==> src/common/fit_params.svh <==
// constants for the flag interrupt timer
`ifndef FIT_PARAMS_SVH
`define FIT_PARAMS_SVH
`define FIT_MINOR_DIV 9'h100
`define FIT_MINOR_LAST 8'hFF
`define FIT_TOFLAG_BIT 7
`define FIT_SLAVE_WR_BIT 6
`define FIT_SER_RX_BIT 5
`define FIT_COMP_BIT 4
`define FIT_ANY_PIN_BIT 3
`define FIT_WORD_MAX 16'hFFFF
`define FIT_WORD_ZERO 16'h0000
`define FIT_BYTE_ZERO 8'h00
`endif

==> src/common/fit_pkg.sv <==
// types for the flag interrupt timer
package fit_pkg;
  typedef enum logic [1:0] {
    FIT_MODE_AND = 2'b00,
    FIT_MODE_OR = 2'b01,
    FIT_MODE_NOT = 2'b10
  } fit_mode_t;
  typedef enum logic [1:0] {
    FIT_ST_IDLE = 2'b00,
    FIT_ST_ARMED = 2'b01,
    FIT_ST_HANDLER = 2'b10
  } fit_state_t;
  typedef struct packed {
    logic [7:0] pattern;
    logic [7:0] mask;
    fit_mode_t mode;
  } fit_arm_t;
  typedef struct packed {
    logic count_mode;
    logic [15:0] preload;
  } fit_cfg_t;
endpackage : fit_pkg

==> src/fit_core.sv <==
// flag interrupt timer: background timer/counter plus polled flags interrupt
// How it works
// - masked flags compared with pattern
// - bit 7 carries timer overflow
// - bit 6 is slave write done
// - bit 5 is serial receive done
// - bit 4 comparator, bits 0-3 pin interrupts
// - one pair; off disarms, arm replaces
// - AND default, OR and NOT variants
// - NOT fires on mismatch, OR on any
// - evaluate at instruction, note, pause points
// - true condition calls handler, then resumes
// - taking interrupt disarms; rearm waits return
// - count mode counts input 0 rising edges
// - edge counter wrap increments timer word
// - minor tick every 256 core clocks
// - minor counter wrap gives major tick
// - reload hidden counter with preload on wrap
// - timer word wrap sets overflow flag
// - configure clears flag; software may clear
// - timer word always readable
// - configure selects mode, preload, starts; off stops
// - timer paused during debug dump
// - timer unavailable while servo active
`timescale 1ns/100ps
`include "fit_params.svh"
module fit_core (
  // clock and reset
  input wire logic core_clk,
  input wire logic rst_n,
  // timer control from the program
  input wire logic timer_cfg,
  input wire fit_pkg::fit_cfg_t timer_cfg_val,
  input wire logic timer_off,
  input wire logic toflag_clr,
  input wire logic debug_dump_busy,
  input wire logic servo_active,
  // external count input
  input wire logic count_in0,
  // flag sources
  input wire logic slave_write_done_flag,
  input wire logic ser_rx_done_flag,
  input wire logic comp_out_flag,
  input wire logic ext_pin0_irq_flag,
  input wire logic ext_pin1_irq_flag,
  input wire logic ext_pin2_irq_flag,
  // matcher control from the program
  input wire logic int_arm,
  input wire fit_pkg::fit_arm_t int_arm_val,
  input wire logic int_off,
  input wire logic poll_point,
  input wire logic handler_return,
  // outputs
  output logic [15:0] timer_word,
  output logic [7:0] flags_byte,
  output logic timer_running,
  output logic timer_blocked,
  output logic int_armed,
  output logic int_call,
  output logic in_handler
);
  fit_pkg::fit_state_t st_r;
  fit_pkg::fit_state_t st_nxt;
  fit_pkg::fit_arm_t arm_r;
  fit_pkg::fit_arm_t arm_nxt;
  fit_pkg::fit_arm_t pend_r;
  fit_pkg::fit_arm_t pend_nxt;
  logic pend_valid_r;
  logic pend_valid_nxt;
  logic run_r;
  logic count_mode_r;
  logic [15:0] preload_r;
  logic [7:0] div_r;
  logic in0_d_r;
  logic [15:0] timer_r;
  logic [15:0] timer_nxt;
  logic toflag_r;
  logic toflag_nxt;
  logic hit;
  logic hidden_wrap;

  // servo owns the timer, debug dump suspends it
  wire blocked = servo_active;
  wire active = run_r && !blocked && !debug_dump_busy;
  wire minor_tick = active && !count_mode_r && (div_r == `FIT_MINOR_LAST);
  wire edge_tick = active && count_mode_r && count_in0 && !in0_d_r;
  wire hidden_step = count_mode_r ? edge_tick : minor_tick;
  wire major_tick = hidden_wrap;
  wire word_wrap = major_tick && (timer_r == `FIT_WORD_MAX);

  // wrap reloads the stored preload, not whatever sits on the config port later
  wire [15:0] preload_sel = timer_cfg ? timer_cfg_val.preload : preload_r;

  fit_tick_counter u_hidden (
    .core_clk(core_clk),
    .rst_n(rst_n),
    .load(timer_cfg),
    .preload(preload_sel),
    .step(hidden_step && !timer_cfg),
    .wrap(hidden_wrap)
  );

  // live flags byte; bit 7 is the sticky overflow flag
  wire any_pin = ext_pin0_irq_flag || ext_pin1_irq_flag || ext_pin2_irq_flag;
  wire [7:0] flags_live = {toflag_r, slave_write_done_flag, ser_rx_done_flag, comp_out_flag,
                           any_pin, ext_pin2_irq_flag, ext_pin1_irq_flag, ext_pin0_irq_flag};

  fit_matcher u_match (
    .flags(flags_live),
    .arm(arm_r),
    .hit(hit)
  );

  assign timer_nxt = timer_cfg ? `FIT_WORD_ZERO : (major_tick ? timer_r + 16'h0001 : timer_r);
  // overflow set wins over a software clear in the same cycle
  assign toflag_nxt = word_wrap ? 1'b1 : ((timer_cfg || toflag_clr) ? 1'b0 : toflag_r);

  wire take = (st_r == fit_pkg::FIT_ST_ARMED) && poll_point && hit;

  always_comb
  begin
    st_nxt = st_r;
    arm_nxt = arm_r;
    pend_nxt = pend_r;
    pend_valid_nxt = pend_valid_r;
    case (st_r)
      fit_pkg::FIT_ST_IDLE:
      begin
        if (int_arm)
        begin
          arm_nxt = int_arm_val;
          st_nxt = fit_pkg::FIT_ST_ARMED;
        end
      end
      fit_pkg::FIT_ST_ARMED:
      begin
        if (int_off)
          st_nxt = fit_pkg::FIT_ST_IDLE;
        else if (int_arm)
          arm_nxt = int_arm_val;
        else if (take)
        begin
          st_nxt = fit_pkg::FIT_ST_HANDLER;
          pend_valid_nxt = 1'b0;
        end
      end
      fit_pkg::FIT_ST_HANDLER:
      begin
        if (int_arm)
        begin
          pend_nxt = int_arm_val;
          pend_valid_nxt = 1'b1;
        end
        else if (int_off)
          pend_valid_nxt = 1'b0;
        if (handler_return)
        begin
          if (int_arm || (pend_valid_r && !int_off))
          begin
            arm_nxt = int_arm ? int_arm_val : pend_r;
            st_nxt = fit_pkg::FIT_ST_ARMED;
          end
          else
            st_nxt = fit_pkg::FIT_ST_IDLE;
          pend_valid_nxt = 1'b0;
        end
      end
      default:
        st_nxt = fit_pkg::FIT_ST_IDLE;
    endcase
  end

  always_ff @(posedge core_clk or negedge rst_n)
  begin
    if (!rst_n)
    begin
      st_r <= fit_pkg::FIT_ST_IDLE;
      arm_r <= '0;
      pend_r <= '0;
      pend_valid_r <= 1'b0;
    end
    else
    begin
      st_r <= st_nxt;
      arm_r <= arm_nxt;
      pend_r <= pend_nxt;
      pend_valid_r <= pend_valid_nxt;
    end
  end

  always_ff @(posedge core_clk or negedge rst_n)
  begin
    if (!rst_n)
    begin
      run_r <= 1'b0;
      count_mode_r <= 1'b0;
      preload_r <= `FIT_WORD_ZERO;
    end
    else if (timer_cfg)
    begin
      run_r <= 1'b1;
      count_mode_r <= timer_cfg_val.count_mode;
      preload_r <= timer_cfg_val.preload;
    end
    else if (timer_off)
      run_r <= 1'b0;
  end

  always_ff @(posedge core_clk or negedge rst_n)
  begin
    if (!rst_n)
    begin
      div_r <= `FIT_BYTE_ZERO;
      in0_d_r <= 1'b0;
      timer_r <= `FIT_WORD_ZERO;
      toflag_r <= 1'b0;
    end
    else
    begin
      // prescaler restarts on configure so the first minor tick is a full period
      div_r <= timer_cfg ? `FIT_BYTE_ZERO : (active ? div_r + 8'h01 : div_r);
      in0_d_r <= count_in0;
      timer_r <= timer_nxt;
      toflag_r <= toflag_nxt;
    end
  end

  // registered outputs
  always_ff @(posedge core_clk or negedge rst_n)
  begin
    if (!rst_n)
    begin
      timer_word <= `FIT_WORD_ZERO;
      flags_byte <= `FIT_BYTE_ZERO;
      timer_running <= 1'b0;
      timer_blocked <= 1'b0;
      int_armed <= 1'b0;
      int_call <= 1'b0;
      in_handler <= 1'b0;
    end
    else
    begin
      timer_word <= timer_nxt;
      flags_byte <= flags_live;
      timer_running <= active;
      timer_blocked <= blocked;
      int_armed <= (st_nxt == fit_pkg::FIT_ST_ARMED);
      int_call <= take && !int_off && !int_arm;
      in_handler <= (st_nxt == fit_pkg::FIT_ST_HANDLER);
    end
  end
endmodule : fit_core

==> src/fit_tick_counter.sv <==
// hidden 16-bit tick or edge counter with preload reload
`timescale 1ns/100ps
`include "fit_params.svh"
module fit_tick_counter (
  // clock and reset
  input wire logic core_clk,
  input wire logic rst_n,
  // control
  input wire logic load,
  input wire logic [15:0] preload,
  input wire logic step,
  // result
  output logic wrap
);
  logic [15:0] cnt_r;
  logic [15:0] cnt_nxt;
  wire at_max = (cnt_r == `FIT_WORD_MAX);
  assign wrap = step && at_max;
  // reload on wrap so only the remainder up to 65536 elapses
  assign cnt_nxt = load ? preload : (wrap ? preload : (step ? cnt_r + 16'h0001 : cnt_r));
  always_ff @(posedge core_clk or negedge rst_n)
  begin
    if (!rst_n)
      cnt_r <= `FIT_WORD_ZERO;
    else
      cnt_r <= cnt_nxt;
  end
endmodule : fit_tick_counter

==> src/fit_matcher.sv <==
// flags byte pattern matcher
`timescale 1ns/100ps
module fit_matcher (
  // inputs
  input wire logic [7:0] flags,
  input wire fit_pkg::fit_arm_t arm,
  // result
  output logic hit
);
  wire [7:0] masked = flags & arm.mask;
  wire [7:0] agree = ~(masked ^ arm.pattern) & arm.mask;
  wire and_hit = (masked == (arm.pattern & arm.mask));
  wire or_hit = |agree;
  assign hit = (arm.mode == fit_pkg::FIT_MODE_OR) ? or_hit :
               (arm.mode == fit_pkg::FIT_MODE_NOT) ? !and_hit : and_hit;
endmodule : fit_matcher

==> config.mk <==
export PLATFORM = sky130hd
export DESIGN_NAME = fit_core
export DESIGN_NICKNAME = d
export VERILOG_FILES = /design/src/common/fit_pkg.sv /design/src/fit_core.sv /design/src/fit_tick_counter.sv /design/src/fit_matcher.sv
export VERILOG_INCLUDE_DIRS = /design/src /design/src/common
export SDC_FILE = /design/constraint.sdc
export NUM_CORES = 1
export LEC_CHECK = 0
export ABC_CLOCK_PERIOD_IN_PS = 2300
export BUFFER_PORTS_ARGS = -buffer_cell sky130_fd_sc_hd__buf_2
export CAP_MARGIN = 20
export CORE_ASPECT_RATIO = 1.2
export CORE_MARGIN = 2
export CORE_UTILIZATION = 45
export CTS_BUF_LIST = sky130_fd_sc_hd__clkbuf_4 sky130_fd_sc_hd__clkbuf_8
export DETAILED_ROUTE_END_ITERATION = 6
export GPL_TIMING_DRIVEN = 0
export PLACE_DENSITY = 0.65
export SLEW_MARGIN = 10
export SYNTH_ARGS = -nofsm -noshare
export SYNTH_HDL_FRONTEND = slang
export SYNTH_SLANG_ARGS = --single-unit
==> constraint.sdc <==
create_clock -name core_clk -period 2.3 [get_ports core_clk]
set_input_delay 0.46 -clock core_clk [delete_from_list [all_inputs] [get_ports core_clk]]
set_output_delay 0.46 -clock core_clk [all_outputs]
set_load 0.01 [all_outputs]
=== Word-level counts from Yosys, hierarchy flattened ===
Cells that the tools add are included.

* Register bits after elaboration: 112

* Equal/unequal tests: 16
* Mux-type cells: 35
* Reductions and logical operators: 38
* $add $sub $neg: 3
* Bitwise gates (word level): 5

{| class="wikitable"
|+ Operators with widths
! cell !! count
|-
| $mux W16 || 6
|-
| $mux W18 || 5
|-
| $pmux W18 S3 || 1
|-
| $add A16 B1 Y16 const B || 2
|-
| $eq A16 B16 Y1 const B || 2
|-
| $and A8 B8 Y8 || 3
|-
| $mux W8 || 2
|-
| $logic_and A1 B1 Y1 || 15
|-
| $mux W1 || 14
|-
| $mux W2 || 5
|-
| $ne A2 B2 Y1 const B || 5
|-
| $reduce_bool A2 Y1 || 5
|-
| $add A8 B1 Y8 const B || 1
|-
| $eq A8 B8 Y1 || 1
|-
| $eq A8 B8 Y1 const B || 1
|-
| $logic_not A1 Y1 || 8
|-
| $not A8 Y8 || 1
|-
| $reduce_or A8 Y1 || 1
|-
| $xor A8 B8 Y8 || 1
|-
| $eq A2 B1 Y1 const B || 3
|-
| $eq A2 B2 Y1 const B || 3
|-
| $pmux W2 S3 || 1
|-
| $reduce_bool A3 Y1 || 2
|-
| $reduce_and A5 Y1 || 1
|-
| other kinds (5) || 8
|}

=== Logic depth before layout (Yosys ltp) ===
Gate-level depths: netlist of run 1.

* Depth in word-level cells: 14
* Depth in mapped cells: 9

=== Hierarchy ===
From an unflattened synthesis of run 1, not the netlist that was laid out.

* Cell total of the unflattened synthesis: 465
* Area total of the unflattened synthesis: 5486.5 um^2

{| class="wikitable"
|+ By module, submodules not included
! module !! area each (um^2) !! cells an instance !! seq. area each (um^2) !! times used
|-
| fit_core || 4152.7 || 304 || 2402.3 || 1
|-
| fit_tick_counter || 1081.0 || 120 || 400.4 || 1
|-
| fit_matcher || 252.7 || 41 || 0.0 || 1
|}

=== Worst setup path after synthesis of run 1 ===
OpenSTA, ideal clock, no wires.

* Path type: register -> register
* Start point: register u_hidden.cnt_r[0]
* End point: register u_hidden.cnt_r[0]
* Arrival: 1948 ps
* Data required time: 2174 ps
* Path slack: 227 ps
* Stages on the path, launching flop included: 7
* Library setup time: 126 ps
* Buffers on the path: 1
* Path through: dfrtp_1 > ha_1 > nand4_4 > or4_4 > buf_6 > or4_1 > o311a_1

* Word-level cells in the longest chain between the ends: 4
* Elaborated cells on any way between the ends: 7
* Those cells by class: 1 x add/sub; 1 x eq/ne; 3 x mux; 2 x reduce/logical

{| class="wikitable"
|+ Ends and longest elaborated chain
! element !! RTL line !! text
|-
| from (decl) || fit_tick_counter.sv:15 || <nowiki>logic [15:0] cnt_r;</nowiki>
|-
| from (signal assigned) || fit_tick_counter.sv:24 || <nowiki>cnt_r <= `FIT_WORD_ZERO;</nowiki>
|-
| from (signal assigned) || fit_tick_counter.sv:26 || <nowiki>cnt_r <= cnt_nxt;</nowiki>
|-
| $add A16 B1 Y16 or $eq A16 B16 Y1 (tied branches) || -- ||
|-
| $mux W16 or $logic_and A1 B1 Y1 (tied branches) || fit_tick_counter.sv:20, fit_tick_counter.sv:18 ||
|-
| $mux W16 (2 in series) || fit_tick_counter.sv:20 || <nowiki>assign cnt_nxt = load ? preload : (wrap ? preload : (step ? cnt_r + 16'h0001 : cnt_r));</nowiki>
|}

Several ways; a longest one is shown, not always the timed one. The select of a mux whose other input is x is not followed.
A chain may end at the register's enable or synchronous reset.

=== Worst setup path after layout of run 1 ===
* Start point: register div_r[0]
* End point: register timer_word[14]

* Word-level cells in the longest chain between the ends: 6

{| class="wikitable"
|+ Ends and longest elaborated chain
! element !! RTL line !! text
|-
| from (decl) || fit_core.sv:73 || <nowiki>logic [7:0] div_r;</nowiki>
|-
| from (signal assigned) || fit_core.sv:213 || <nowiki>div_r <= `FIT_BYTE_ZERO;</nowiki>
|-
| from (signal assigned) || fit_core.sv:221 || <nowiki>div_r <= timer_cfg ? `FIT_BYTE_ZERO : (active ? div_r + 8'h01 : div_r);</nowiki>
|-
| $eq A8 B8 Y1 (no source line) || -- ||
|-
| $logic_and A1 B1 Y1 || fit_core.sv:85 || <nowiki>wire minor_tick = active && !count_mode_r && (div_r == `FIT_MINOR_LAST);</nowiki>
|-
| $mux W1 || fit_core.sv:87 || <nowiki>wire hidden_step = count_mode_r ? edge_tick : minor_tick;</nowiki>
|-
| $logic_and A1 B1 Y1 || fit_core.sv:99 || <nowiki>.step(hidden_step && !timer_cfg),</nowiki>
|-
| $logic_and A1 B1 Y1 || fit_tick_counter.sv:18 || <nowiki>assign wrap = step && at_max;</nowiki>
|-
| $reduce_bool A2 Y1 (no source line) || -- ||
|-
| to (signal assigned) || fit_core.sv:233 || <nowiki>timer_word <= `FIT_WORD_ZERO;</nowiki>
|-
| to (signal assigned) || fit_core.sv:243 || <nowiki>timer_word <= timer_nxt;</nowiki>
|-
| to (decl) || fit_core.sv:54 || <nowiki>output logic [15:0] timer_word,</nowiki>
|}

No other way between the ends.

==> report_table.html, run 1 <==
<table>
<tr><th>Metric</th><th>Value</th></tr>
<tr><th colspan="2">Yosys</th></tr>
<tr><td>Post-Synthesis Net Count</td><td>573</td></tr>
<tr><td>Post-synth cell types</td><td>67</td></tr>
<tr><td>Synth Flop Type</td><td>dfrtp_1</td></tr>
<tr><td>Post-synth top area cell</td><td>dfrtp_1</td></tr>
<tr><td>Cell types with the highest counts after synthesis</td><td>dfrtp_1, nor2_1, a21oi_1, nand2_1, mux2_2</td></tr>
<tr><td>Warnings, synthesis</td><td>0</td></tr>
<tr><td>Fraction of post-synthesis cell area in the top cell type by area</td><td>between 50% and 60%</td></tr>
<tr><td>EDFF count, synth</td><td>0</td></tr>
<tr><td>Number of instances in the synthesized netlist</td><td>517</td></tr>
<tr><td>Fraction of registers with async set/reset</td><td>100%</td></tr>
<tr><td>Average size of a mapped cell</td><td>10.6 sq um</td></tr>
<tr><td>Number of storage elements in the synthesis netlist</td><td>112</td></tr>
<tr><td>Post-synthesis sequential area ratio</td><td>51.1%</td></tr>
<tr><td>Cell area after synthesis</td><td>between 5000 and 6000 sq um</td></tr>
<tr><td>Leading post-synthesis cells by cell area</td><td>dfrtp_1, mux2_2, mux2i_1, a21oi_1, nor2_1</td></tr>
<tr><td>Most frequent cell after synthesis</td><td>dfrtp_1</td></tr>
<tr><th colspan="2">Routing</th></tr>
<tr><td>DR WL/cell</td><td>16.8 microns</td></tr>
<tr><td>Antenna-violating nets left</td><td>0</td></tr>
<tr><td>DRC viols</td><td>0</td></tr>
<tr><td>Number of DRC markers in iteration 0</td><td>279</td></tr>
<tr><td>Vias</td><td>~4400</td></tr>
<tr><td>Final WL</td><td>13.2 mm</td></tr>
<tr><td>First-pass DRT Iterations</td><td>6</td></tr>
<tr><td>Per-cell via count in the routed design</td><td>5.63</td></tr>
<tr><th colspan="2">Setup path</th></tr>
<tr><td>Critical path capture point type</td><td>flip-flop</td></tr>
<tr><td>Critical path's largest stage delay</td><td>0.45 ns</td></tr>
<tr><td>Family of cells with the greatest summed delay on the critical path</td><td>simple AND/OR/NAND/NOR gates</td></tr>
<tr><td>Stages on the worst setup path</td><td>7</td></tr>
<tr><td>Peak fanout along the critical path</td><td>6</td></tr>
<tr><td>Data arrival time of the critical path</td><td>about 2.6 ns</td></tr>
<tr><td>Number of cells traversed by the worst register-to-register path</td><td>7</td></tr>
<tr><td>Cells along the critical path</td><td>ha_2, nand4b_1, o31ai_4, buf_4, nand4_1, or3_1, a21oi_2</td></tr>
<tr><td>Buf+Inv Stages, Crit Path</td><td>1</td></tr>
<tr><td>Required @ worst endpoint</td><td>2.61 ns</td></tr>
<tr><td>Critical path launch point type</td><td>flip-flop</td></tr>
<tr><td>Slowest stage cell, crit path</td><td>or3_1</td></tr>
<tr><td>Crit Path Class</td><td>reg2reg</td></tr>
<tr><th colspan="2">Timing</th></tr>
<tr><td>Rel. slew slack</td><td>29.2%</td></tr>
<tr><td>Worst Hold Slack</td><td>approximately 0.20 ns</td></tr>
<tr><td>Worst Tran Pin Value</td><td>1.06 ns</td></tr>
<tr><td>Number of failing hold endpoints at the final stage</td><td>0</td></tr>
<tr><td>Unrepaired setup endpoints after global routing</td><td>true</td></tr>
<tr><td>Final setup violation count</td><td>0</td></tr>
<tr><td>Maximum operating frequency</td><td>442 MHz</td></tr>
<tr><td>Shortest clock period the worst path allows after layout</td><td>2.26 ns</td></tr>
<tr><td>Final cycle utilization of the critical path</td><td>98.4%</td></tr>
<tr><td>Largest clock skew in the final design</td><td>0.0126 ns</td></tr>
<tr><td>Max Transition Viols Final</td><td>0</td></tr>
<tr><th colspan="2">Clocking</th></tr>
<tr><td>Clock-pin slew on the worst setup and hold paths</td><td>0.10 ns</td></tr>
<tr><td>TritonCTS Buffers</td><td>9</td></tr>
<tr><td>TritonCTS clock tree</td><td>done</td></tr>
<tr><td>Clock Sink Count</td><td>112</td></tr>
<tr><td>Buffer levels on the longest clock path</td><td>2</td></tr>
<tr><td>Library cell used as clock root buffer</td><td>clkbuf_8</td></tr>
<tr><td>Worst-skew pair later-pin latency</td><td>0.38 ns</td></tr>
<tr><td>CTS H-Tree Depth</td><td>3</td></tr>
<tr><th colspan="2">Min path</th></tr>
<tr><td>Depth of the worst hold-timing path</td><td>1</td></tr>
<tr><td>Classification of the worst-slack hold path</td><td>in2reg</td></tr>
<tr><th colspan="2">Finish</th></tr>
<tr><td>Final #Nets</td><td>679</td></tr>
<tr><td>Area growth from synthesis to layout</td><td>18.1%</td></tr>
<tr><td>Count of placed standard cells in the final layout, fillers left out</td><td>788</td></tr>
<tr><td>Proportion of layout cells with a drive suffix above 1</td><td>28.1%</td></tr>
<tr><td>Post-route standard cell area excluding fillers</td><td>about 6500 sq um</td></tr>
<tr><td>Ant. Diodes</td><td>0</td></tr>
<tr><td>Final core area utilization</td><td>53.9%</td></tr>
<tr><th colspan="2">Global route</th></tr>
<tr><td>Initial antenna violation count</td><td>0</td></tr>
<tr><td>Total GRT Usage</td><td>20.5%</td></tr>
<tr><td>GR Overflow Total</td><td>0</td></tr>
<tr><td>Largest net degree at the start of global routing</td><td>81</td></tr>
<tr><td>Via count of the first global-routing pass</td><td>roughly 4500</td></tr>
<tr><td>Wire length of the first global-routing pass</td><td>approximately 22 mm</td></tr>
<tr><th colspan="2">Placed design</th></tr>
<tr><td>Post-placement cell count</td><td>roughly 760</td></tr>
<tr><td>Routability cong.</td><td>0.882</td></tr>
<tr><td>Area after detailed placement</td><td>roughly 6000 sq um</td></tr>
<tr><td>Post-DP HPWL</td><td>9.40 mm</td></tr>
<tr><td>Number of input and output port buffers inserted</td><td>80</td></tr>
<tr><th colspan="2">Floorplan</th></tr>
<tr><td>Die Y</td><td>~120 microns</td></tr>
<tr><td>Starting Density</td><td>45.7%</td></tr>
<tr><td>Total Die Area</td><td>between 10000 and 15000 sq um</td></tr>
<tr><td>Number of ports placed on the die boundary</td><td>82</td></tr>
<tr><td>Core region area</td><td>12000 sq um</td></tr>
<tr><td>Die width</td><td>roughly 100 microns</td></tr>
<tr><td>Number of standard-cell rows in the floorplan</td><td>44</td></tr>
<tr><th colspan="2">Power and ir drop</th></tr>
<tr><td>Maximum ir drop on the vdd rail</td><td>0.000310 V</td></tr>
<tr><td>Static leakage</td><td>2.93 nW</td></tr>
<tr><td>Total chip power</td><td>4.52 mW</td></tr>
<tr><td>P per Cell Area</td><td>around 700 nW/um^2</td></tr>
<tr><th colspan="2">Run status</th></tr>
<tr><td>Outcome</td><td>completed</td></tr>
<tr><th colspan="2">Job</th></tr>
<tr><td>Count of max-cap constraint violations</td><td>0</td></tr>
</table>
-- layout by cell type, fill, tap and decap left out, types with 3 or more instances in the layout --
cell type  netlist  layout
buf_2            6      85
o22ai_1          3       3
dfrtp_1        112     111
nand2b_1         5       5
mux2_2          30      30
clkbuf_8         0      10
o21ai_1          2       4
and3_1           9       9
o221a_2          4       4
nor2_1          43      43
a21oi_1         34      33
buf_4            0      12
and2_1           4       4
a21o_1           8       8
inv_1           22      22
a311o_1          3       3
o211a_1          3       3
mux2i_1         21      21
o21ai_0         25      23
xor2_1          13      13
nand2_1         34      33
nand4_1         13      13
clkbuf_1        13      13
or3_1           10      10
a31o_2           3       3
nand3_1         18      18
a31oi_1          6       6
o31ai_1          5       5
nor3_1           5       5
nor4_1           8       8
-- routing by layer --
metal	part of all wire (%)	GRT usage [%]	routed length, microns	vias to the layer above
li1	-	-	-	2098
met1	41	24.3	5400	2184
met2	52	36.7	6910	128
met3	4.5	3.72	592	24
met4	2.4	7.84	320	0
met5	0	0	0	-
-- through the flow --
step / TNS (ns) / worst slack [ns]
floorplan: 0 / 0.227
global placement: -66.95 / -0.573
detailed placement: -3.99 / -0.248
CTS: -0.0450 / -0.0450
global route: -0.188 / -0.0671
finish: 0 / 0.0368
-- cell families after synthesis --
group                    after synthesis  synth area share (%)
XOR/XNOR                              15                  2.40
buffers and inverters                 46                  3.63
AO/OA/AOI/OAI                        121                  15.3
AND/OR/NAND/NOR                      169                  16.8
flip-flops                           112                  51.1
multiplexers                          51                  10.0
adder cells (fa/ha/maj)                3                 0.685
-- path summary, 6_finish.rpt --
path / from / endpoint / slack [ns]
worst max-delay path: div_r[0] / timer_word[14] / 0.04
worst min-delay path: servo_active / timer_blocked / 0.20
worst max register to register: div_r[0] / timer_word[14] / 0.04
worst min register to register: toflag_r / flags_byte[7] / 0.46
max in group asynchronous: rst_n / timer_word[14] / 1.09
min in group asynchronous: rst_n / preload_r[3] / 0.54
-- registers in the layout, indices dropped and copies added, names as in the netlist, 2 cells and up --
register / count
div_r: 8
flags_byte: 8
st_r: 2
timer_word: 16
arm_r: 18
u_hidden.cnt_r: 16
preload_r: 16
pend_r: 18
-- cell type report --
type                    instances  area (sq um)
multi-input cells             359          2510
fillers                      1110          5530
inverters                      23          86.3
flip-flops and latches        112          2800
clock buffers                  10           138
well taps                     161           201
clock inverters                 5          65.1
plain buffers                  23           113
repair buffers                 95           554
-- repair_timing --
| item | CTS | global route |
|---|---|---|
| gates resized for setup | 5 | 6 |
| hold buffers | 1 | 0 |
| setup endpoints to repair | 18 | 18 |
| endpoints found under the hold margin | 32 | 0 |
| cloned | 0 | 0 |
| buffers inserted | 2 | 11 |
| pin swaps | 2 | 7 |
-- power by group --
part           total (mW)  switching (mW)  leakage (nW)  internal, mW
logic               0.817           0.416          1.44         0.401
clock network        1.23           0.692         0.103         0.540
registers            2.47           0.197          1.39          2.27
Note: power is estimated with default switching activity, not from simulation.
==> run 2, diff against run 1 <==
--- a/config.mk
+++ b/config.mk
@@ -6,7 +6,6 @@
 export SDC_FILE = /design/constraint.sdc
 export NUM_CORES = 1
 export LEC_CHECK = 0
-export ABC_CLOCK_PERIOD_IN_PS = 2300
 export BUFFER_PORTS_ARGS = -buffer_cell sky130_fd_sc_hd__buf_2
 export CAP_MARGIN = 20
 export CORE_ASPECT_RATIO = 1.2
@@ -19,4 +18,5 @@
 export SLEW_MARGIN = 10
 export SYNTH_ARGS = -nofsm -noshare
 export SYNTH_HDL_FRONTEND = slang
+export SYNTH_HIERARCHICAL = 1
 export SYNTH_SLANG_ARGS = --single-unit
==> report_table.html, run 2 <==
<table>
<tr><th>Metric</th><th>Value</th></tr>
<tr><th colspan="2">Yosys</th></tr>
<tr><td>Number of instances in the synthesized netlist</td><td>465</td></tr>
<tr><td>Cell area after synthesis</td><td>5490 sq um</td></tr>
<tr><td>Most frequent cell after synthesis</td><td>dfrtp_1</td></tr>
<tr><td>Post-synth top area cell</td><td>dfrtp_1</td></tr>
<tr><td>Average size of a mapped cell</td><td>about 12 sq um</td></tr>
<tr><td>Post-synthesis sequential area ratio</td><td>between 50% and 60%</td></tr>
<tr><td>Number of storage elements in the synthesis netlist</td><td>roughly 110</td></tr>
<tr><td>Cell types with the highest counts after synthesis</td><td>dfrtp_1, mux2_2, nor2_1, nand2_1, mux2_4</td></tr>
<tr><td>Fraction of registers with async set/reset</td><td>100%</td></tr>
<tr><td>Leading post-synthesis cells by cell area</td><td>dfrtp_1, mux2_2, mux2_4, xnor2_1, nor2_1</td></tr>
<tr><td>Fraction of post-synthesis cell area in the top cell type by area</td><td>51.1%</td></tr>
<tr><td>EDFF count, synth</td><td>0</td></tr>
<tr><td>Warnings, synthesis</td><td>6</td></tr>
<tr><td>Post-Synthesis Net Count</td><td>521</td></tr>
<tr><td>Synth Flop Type</td><td>dfrtp_1</td></tr>
<tr><td>Post-synth cell types</td><td>72</td></tr>
<tr><th colspan="2">Setup path</th></tr>
<tr><td>Buf+Inv Stages, Crit Path</td><td>2</td></tr>
<tr><td>Critical path capture point type</td><td>flip-flop</td></tr>
<tr><td>Crit Path Class</td><td>reg2reg</td></tr>
<tr><td>Stages on the worst setup path</td><td>14</td></tr>
<tr><td>Slowest stage cell, crit path</td><td>dfrtp_1</td></tr>
<tr><td>Cells along the critical path</td><td>ha_2, nand3_2, nor3_2, a31oi_2, nor3_4, nand3_2, nor4_4, nand2_2, inv_4, clkbuf_16, nand3_4, nor3_4, xnor2_1, nor2_1</td></tr>
<tr><td>Number of cells traversed by the worst register-to-register path</td><td>14</td></tr>
<tr><td>Critical path launch point type</td><td>flip-flop</td></tr>
<tr><td>Required @ worst endpoint</td><td>between 2 and 3 ns</td></tr>
<tr><td>Data arrival time of the critical path</td><td>2.63 ns</td></tr>
<tr><td>Peak fanout along the critical path</td><td>7</td></tr>
<tr><td>Critical path's largest stage delay</td><td>0.38 ns</td></tr>
<tr><td>Family of cells with the greatest summed delay on the critical path</td><td>simple AND/OR/NAND/NOR gates</td></tr>
<tr><td>Setup slack of the worst register-to-register path</td><td>-0.06 ns</td></tr>
<tr><th colspan="2">Timing</th></tr>
<tr><td>Rel. slew slack</td><td>between 60% and 70%</td></tr>
<tr><td>Shortest clock period the worst path allows after layout</td><td>2.36 ns</td></tr>
<tr><td>Final cycle utilization of the critical path</td><td>103%</td></tr>
<tr><td>Unrepaired setup endpoints after global routing</td><td>true</td></tr>
<tr><td>Worst Tran Pin Value</td><td>0.567 ns</td></tr>
<tr><td>Final setup violation count</td><td>7</td></tr>
<tr><td>Number of failing hold endpoints at the final stage</td><td>0</td></tr>
<tr><td>Max Transition Viols Final</td><td>0</td></tr>
<tr><td>Post-route setup slack</td><td>-0.0613 ns</td></tr>
<tr><td>Total negative setup slack</td><td>-0.165 ns</td></tr>
<tr><td>Largest clock skew in the final design</td><td>0.00891 ns</td></tr>
<tr><td>Maximum operating frequency</td><td>423 MHz</td></tr>
<tr><th colspan="2">Floorplan</th></tr>
<tr><td>Number of ports placed on the die boundary</td><td>82</td></tr>
<tr><td>Die Y</td><td>125 microns</td></tr>
<tr><td>Die width</td><td>105 microns</td></tr>
<tr><td>Core region area</td><td>12000 sq um</td></tr>
<tr><td>Total Die Area</td><td>about 13000 sq um</td></tr>
<tr><td>Number of standard-cell rows in the floorplan</td><td>44</td></tr>
<tr><td>Starting Density</td><td>45.7%</td></tr>
<tr><th colspan="2">Finish</th></tr>
<tr><td>Ant. Diodes</td><td>0</td></tr>
<tr><td>Commonest cells after routing, fill and taps aside</td><td>dfrtp_1, buf_2, mux2_2, nor2_1, nand2_1</td></tr>
<tr><td>Total area of multi-input combinational cells</td><td>2690 sq um</td></tr>
<tr><td>Final core area utilization</td><td>between 50% and 60%</td></tr>
<tr><td>Proportion of layout cells with a drive suffix above 1</td><td>41.2%</td></tr>
<tr><td>Most common library cell in the layout ignoring fill and taps</td><td>dfrtp_1</td></tr>
<tr><td>Leading registers by flop count</td><td>arm_r x18, pend_r x18</td></tr>
<tr><td>Number of fillers in the final layout</td><td>1085</td></tr>
<tr><td>Area growth from synthesis to layout</td><td>21.1%</td></tr>
<tr><td>Flip-flop and latch area</td><td>2800 sq um</td></tr>
<tr><td>Count of placed standard cells in the final layout, fillers left out</td><td>738</td></tr>
<tr><td>Final #Nets</td><td>629</td></tr>
<tr><th colspan="2">Routing</th></tr>
<tr><td>Per-cell via count in the routed design</td><td>5.41</td></tr>
<tr><td>DRC viols</td><td>0</td></tr>
<tr><td>Final WL</td><td>11.7 mm</td></tr>
<tr><td>First-pass DRT Iterations</td><td>5</td></tr>
<tr><td>Vias</td><td>3990</td></tr>
<tr><td>DR WL/cell</td><td>15.8 microns</td></tr>
<tr><td>Antenna-violating nets left</td><td>0</td></tr>
<tr><td>Number of DRC markers in iteration 0</td><td>138</td></tr>
<tr><th colspan="2">Placed design</th></tr>
<tr><td>Number of input and output port buffers inserted</td><td>80</td></tr>
<tr><td>Post-DP HPWL</td><td>8.06 mm</td></tr>
<tr><td>Post-placement cell count</td><td>between 700 and 800</td></tr>
<tr><td>Routability cong.</td><td>0.873</td></tr>
<tr><td>Worst slack after detailed placement</td><td>-0.931 ns</td></tr>
<tr><th colspan="2">Clocking</th></tr>
<tr><td>CTS H-Tree Depth</td><td>3</td></tr>
<tr><td>Buffer levels on the longest clock path</td><td>2</td></tr>
<tr><td>TritonCTS clock tree</td><td>done</td></tr>
<tr><td>Clock-pin slew on the worst setup and hold paths</td><td>around 0.10 ns</td></tr>
<tr><td>Library cell used as clock root buffer</td><td>clkbuf_8</td></tr>
<tr><td>TritonCTS Buffers</td><td>9</td></tr>
<tr><td>Clock Sink Count</td><td>112</td></tr>
<tr><td>Worst-skew pair later-pin latency</td><td>0.40 ns</td></tr>
<tr><th colspan="2">Global route</th></tr>
<tr><td>Initial antenna violation count</td><td>0</td></tr>
<tr><td>Wire length of the first global-routing pass</td><td>19.4 mm</td></tr>
<tr><td>Largest net degree at the start of global routing</td><td>64</td></tr>
<tr><td>GR Overflow Total</td><td>0</td></tr>
<tr><td>Total GRT Usage</td><td>18.7%</td></tr>
<tr><td>Via count of the first global-routing pass</td><td>4047</td></tr>
<tr><th colspan="2">Power and ir drop</th></tr>
<tr><td>P per Cell Area</td><td>between 700 and 800 nW/um^2</td></tr>
<tr><td>Maximum ir drop on the vdd rail</td><td>0.000425 V</td></tr>
<tr><td>Static leakage</td><td>3.08 nW</td></tr>
<tr><th colspan="2">Min path</th></tr>
<tr><td>Classification of the worst-slack hold path</td><td>in2reg</td></tr>
<tr><td>Depth of the worst hold-timing path</td><td>1</td></tr>
<tr><th colspan="2">Job</th></tr>
<tr><td>Count of max-cap constraint violations</td><td>0</td></tr>
<tr><th colspan="2">Run status</th></tr>
<tr><td>Outcome</td><td>complete, but fails checks</td></tr>
<tr><td>Failing checks</td><td>negative setup slack</td></tr>
</table>
[run 2: changes by cell type after synthesis, moves of 7 or more]
| cell | change |
|---|---|
| xnor2_1 | +14 |
| or3_1 | -7 |
| o21ai_0 | -22 |
| mux2_4 | +20 |
| mux2_2 | +22 |
| clkbuf_1 | -9 |
| inv_1 | -7 |
| a21oi_1 | -20 |
| mux2i_1 | -17 |
[run 2: path summary, 6_finish.rpt]
kind                         startpoint              to
max                            div_r[1]   timer_word[7]
min in group asynchronous         rst_n       arm_r[15]
min reg2reg                    toflag_r   flags_byte[7]
min                        servo_active   timer_blocked
max reg2reg                    div_r[1]   timer_word[7]
max in group asynchronous         rst_n  timer_word[13]
[run 2: cell families after synthesis]
kind of cell / count (synthesis) / share of synthesized area, %
flops: 112 / 51.1
fa+ha+maj: 3 / 0.684
compound gates: 67 / 9.40
simple gates: 149 / 14.8
buf+inv: 32 / 3.01
mux: 76 / 16.9
xor+xnor: 26 / 4.15
[run 2: power breakdown]
group | switching, mW | internal, mW | total, mW
logic | 0.458 | 0.576 | 1.03
registers | 0.243 | 2.29 | 2.53
clock network | 0.664 | 0.473 | 1.14
total | 1.37 | 3.34 | 4.70
[run 2: repair_timing]
| action | 4_1_cts | 5_1_grt |
|---|---|---|
| gates resized for setup | 12 | 19 |
| cloned | 0 | 1 |
| pin swaps | 6 | 5 |
| endpoints found under the setup margin | 33 | 28 |
| endpoints found under the hold margin | 16 | 0 |
| hold buffers | 1 | 0 |
| buffers inserted | 8 | 7 |
[run 2: area by class of cell]
cell class,count,share of cell area [%]
sequential,112,42.2
multi-input combinational,321,40.5
timing repair buffer,98,8.66
tap,161,3.03
clock buffer,13,2.50
buffer,15,1.92
inverter,16,0.941
clock inverter,2,0.226
[run 2: metal layers]
layer / wire length [microns] / part of all wire [%] / vias to the layer above / global-route usage [%]
met1: 4890 / 42 / 1977 / 21.9
li1: - / - / 1893 / -
met3: 436 / 3.7 / 23 / 3.34
met2: 6020 / 52 / 97 / 32.4
met5: 0 / 0 / - / 0
met4: 339 / 2.9 / 0 / 9.80
[run 2: metrics by stage]
stage | hold slack, ns | total power [mW] | instance area (sq um)
2_1_floorplan | 0.164 | 3.28 | 5580
3_3_place_gp | 0.420 | 3.54 | 6180
3_5_place_dp | 0.420 | 3.59 | 6220
4_1_cts | 0.155 | 4.75 | 6530
5_1_grt | 0.160 | 4.97 | 6650
6_report | 0.175 | 4.70 | 6650
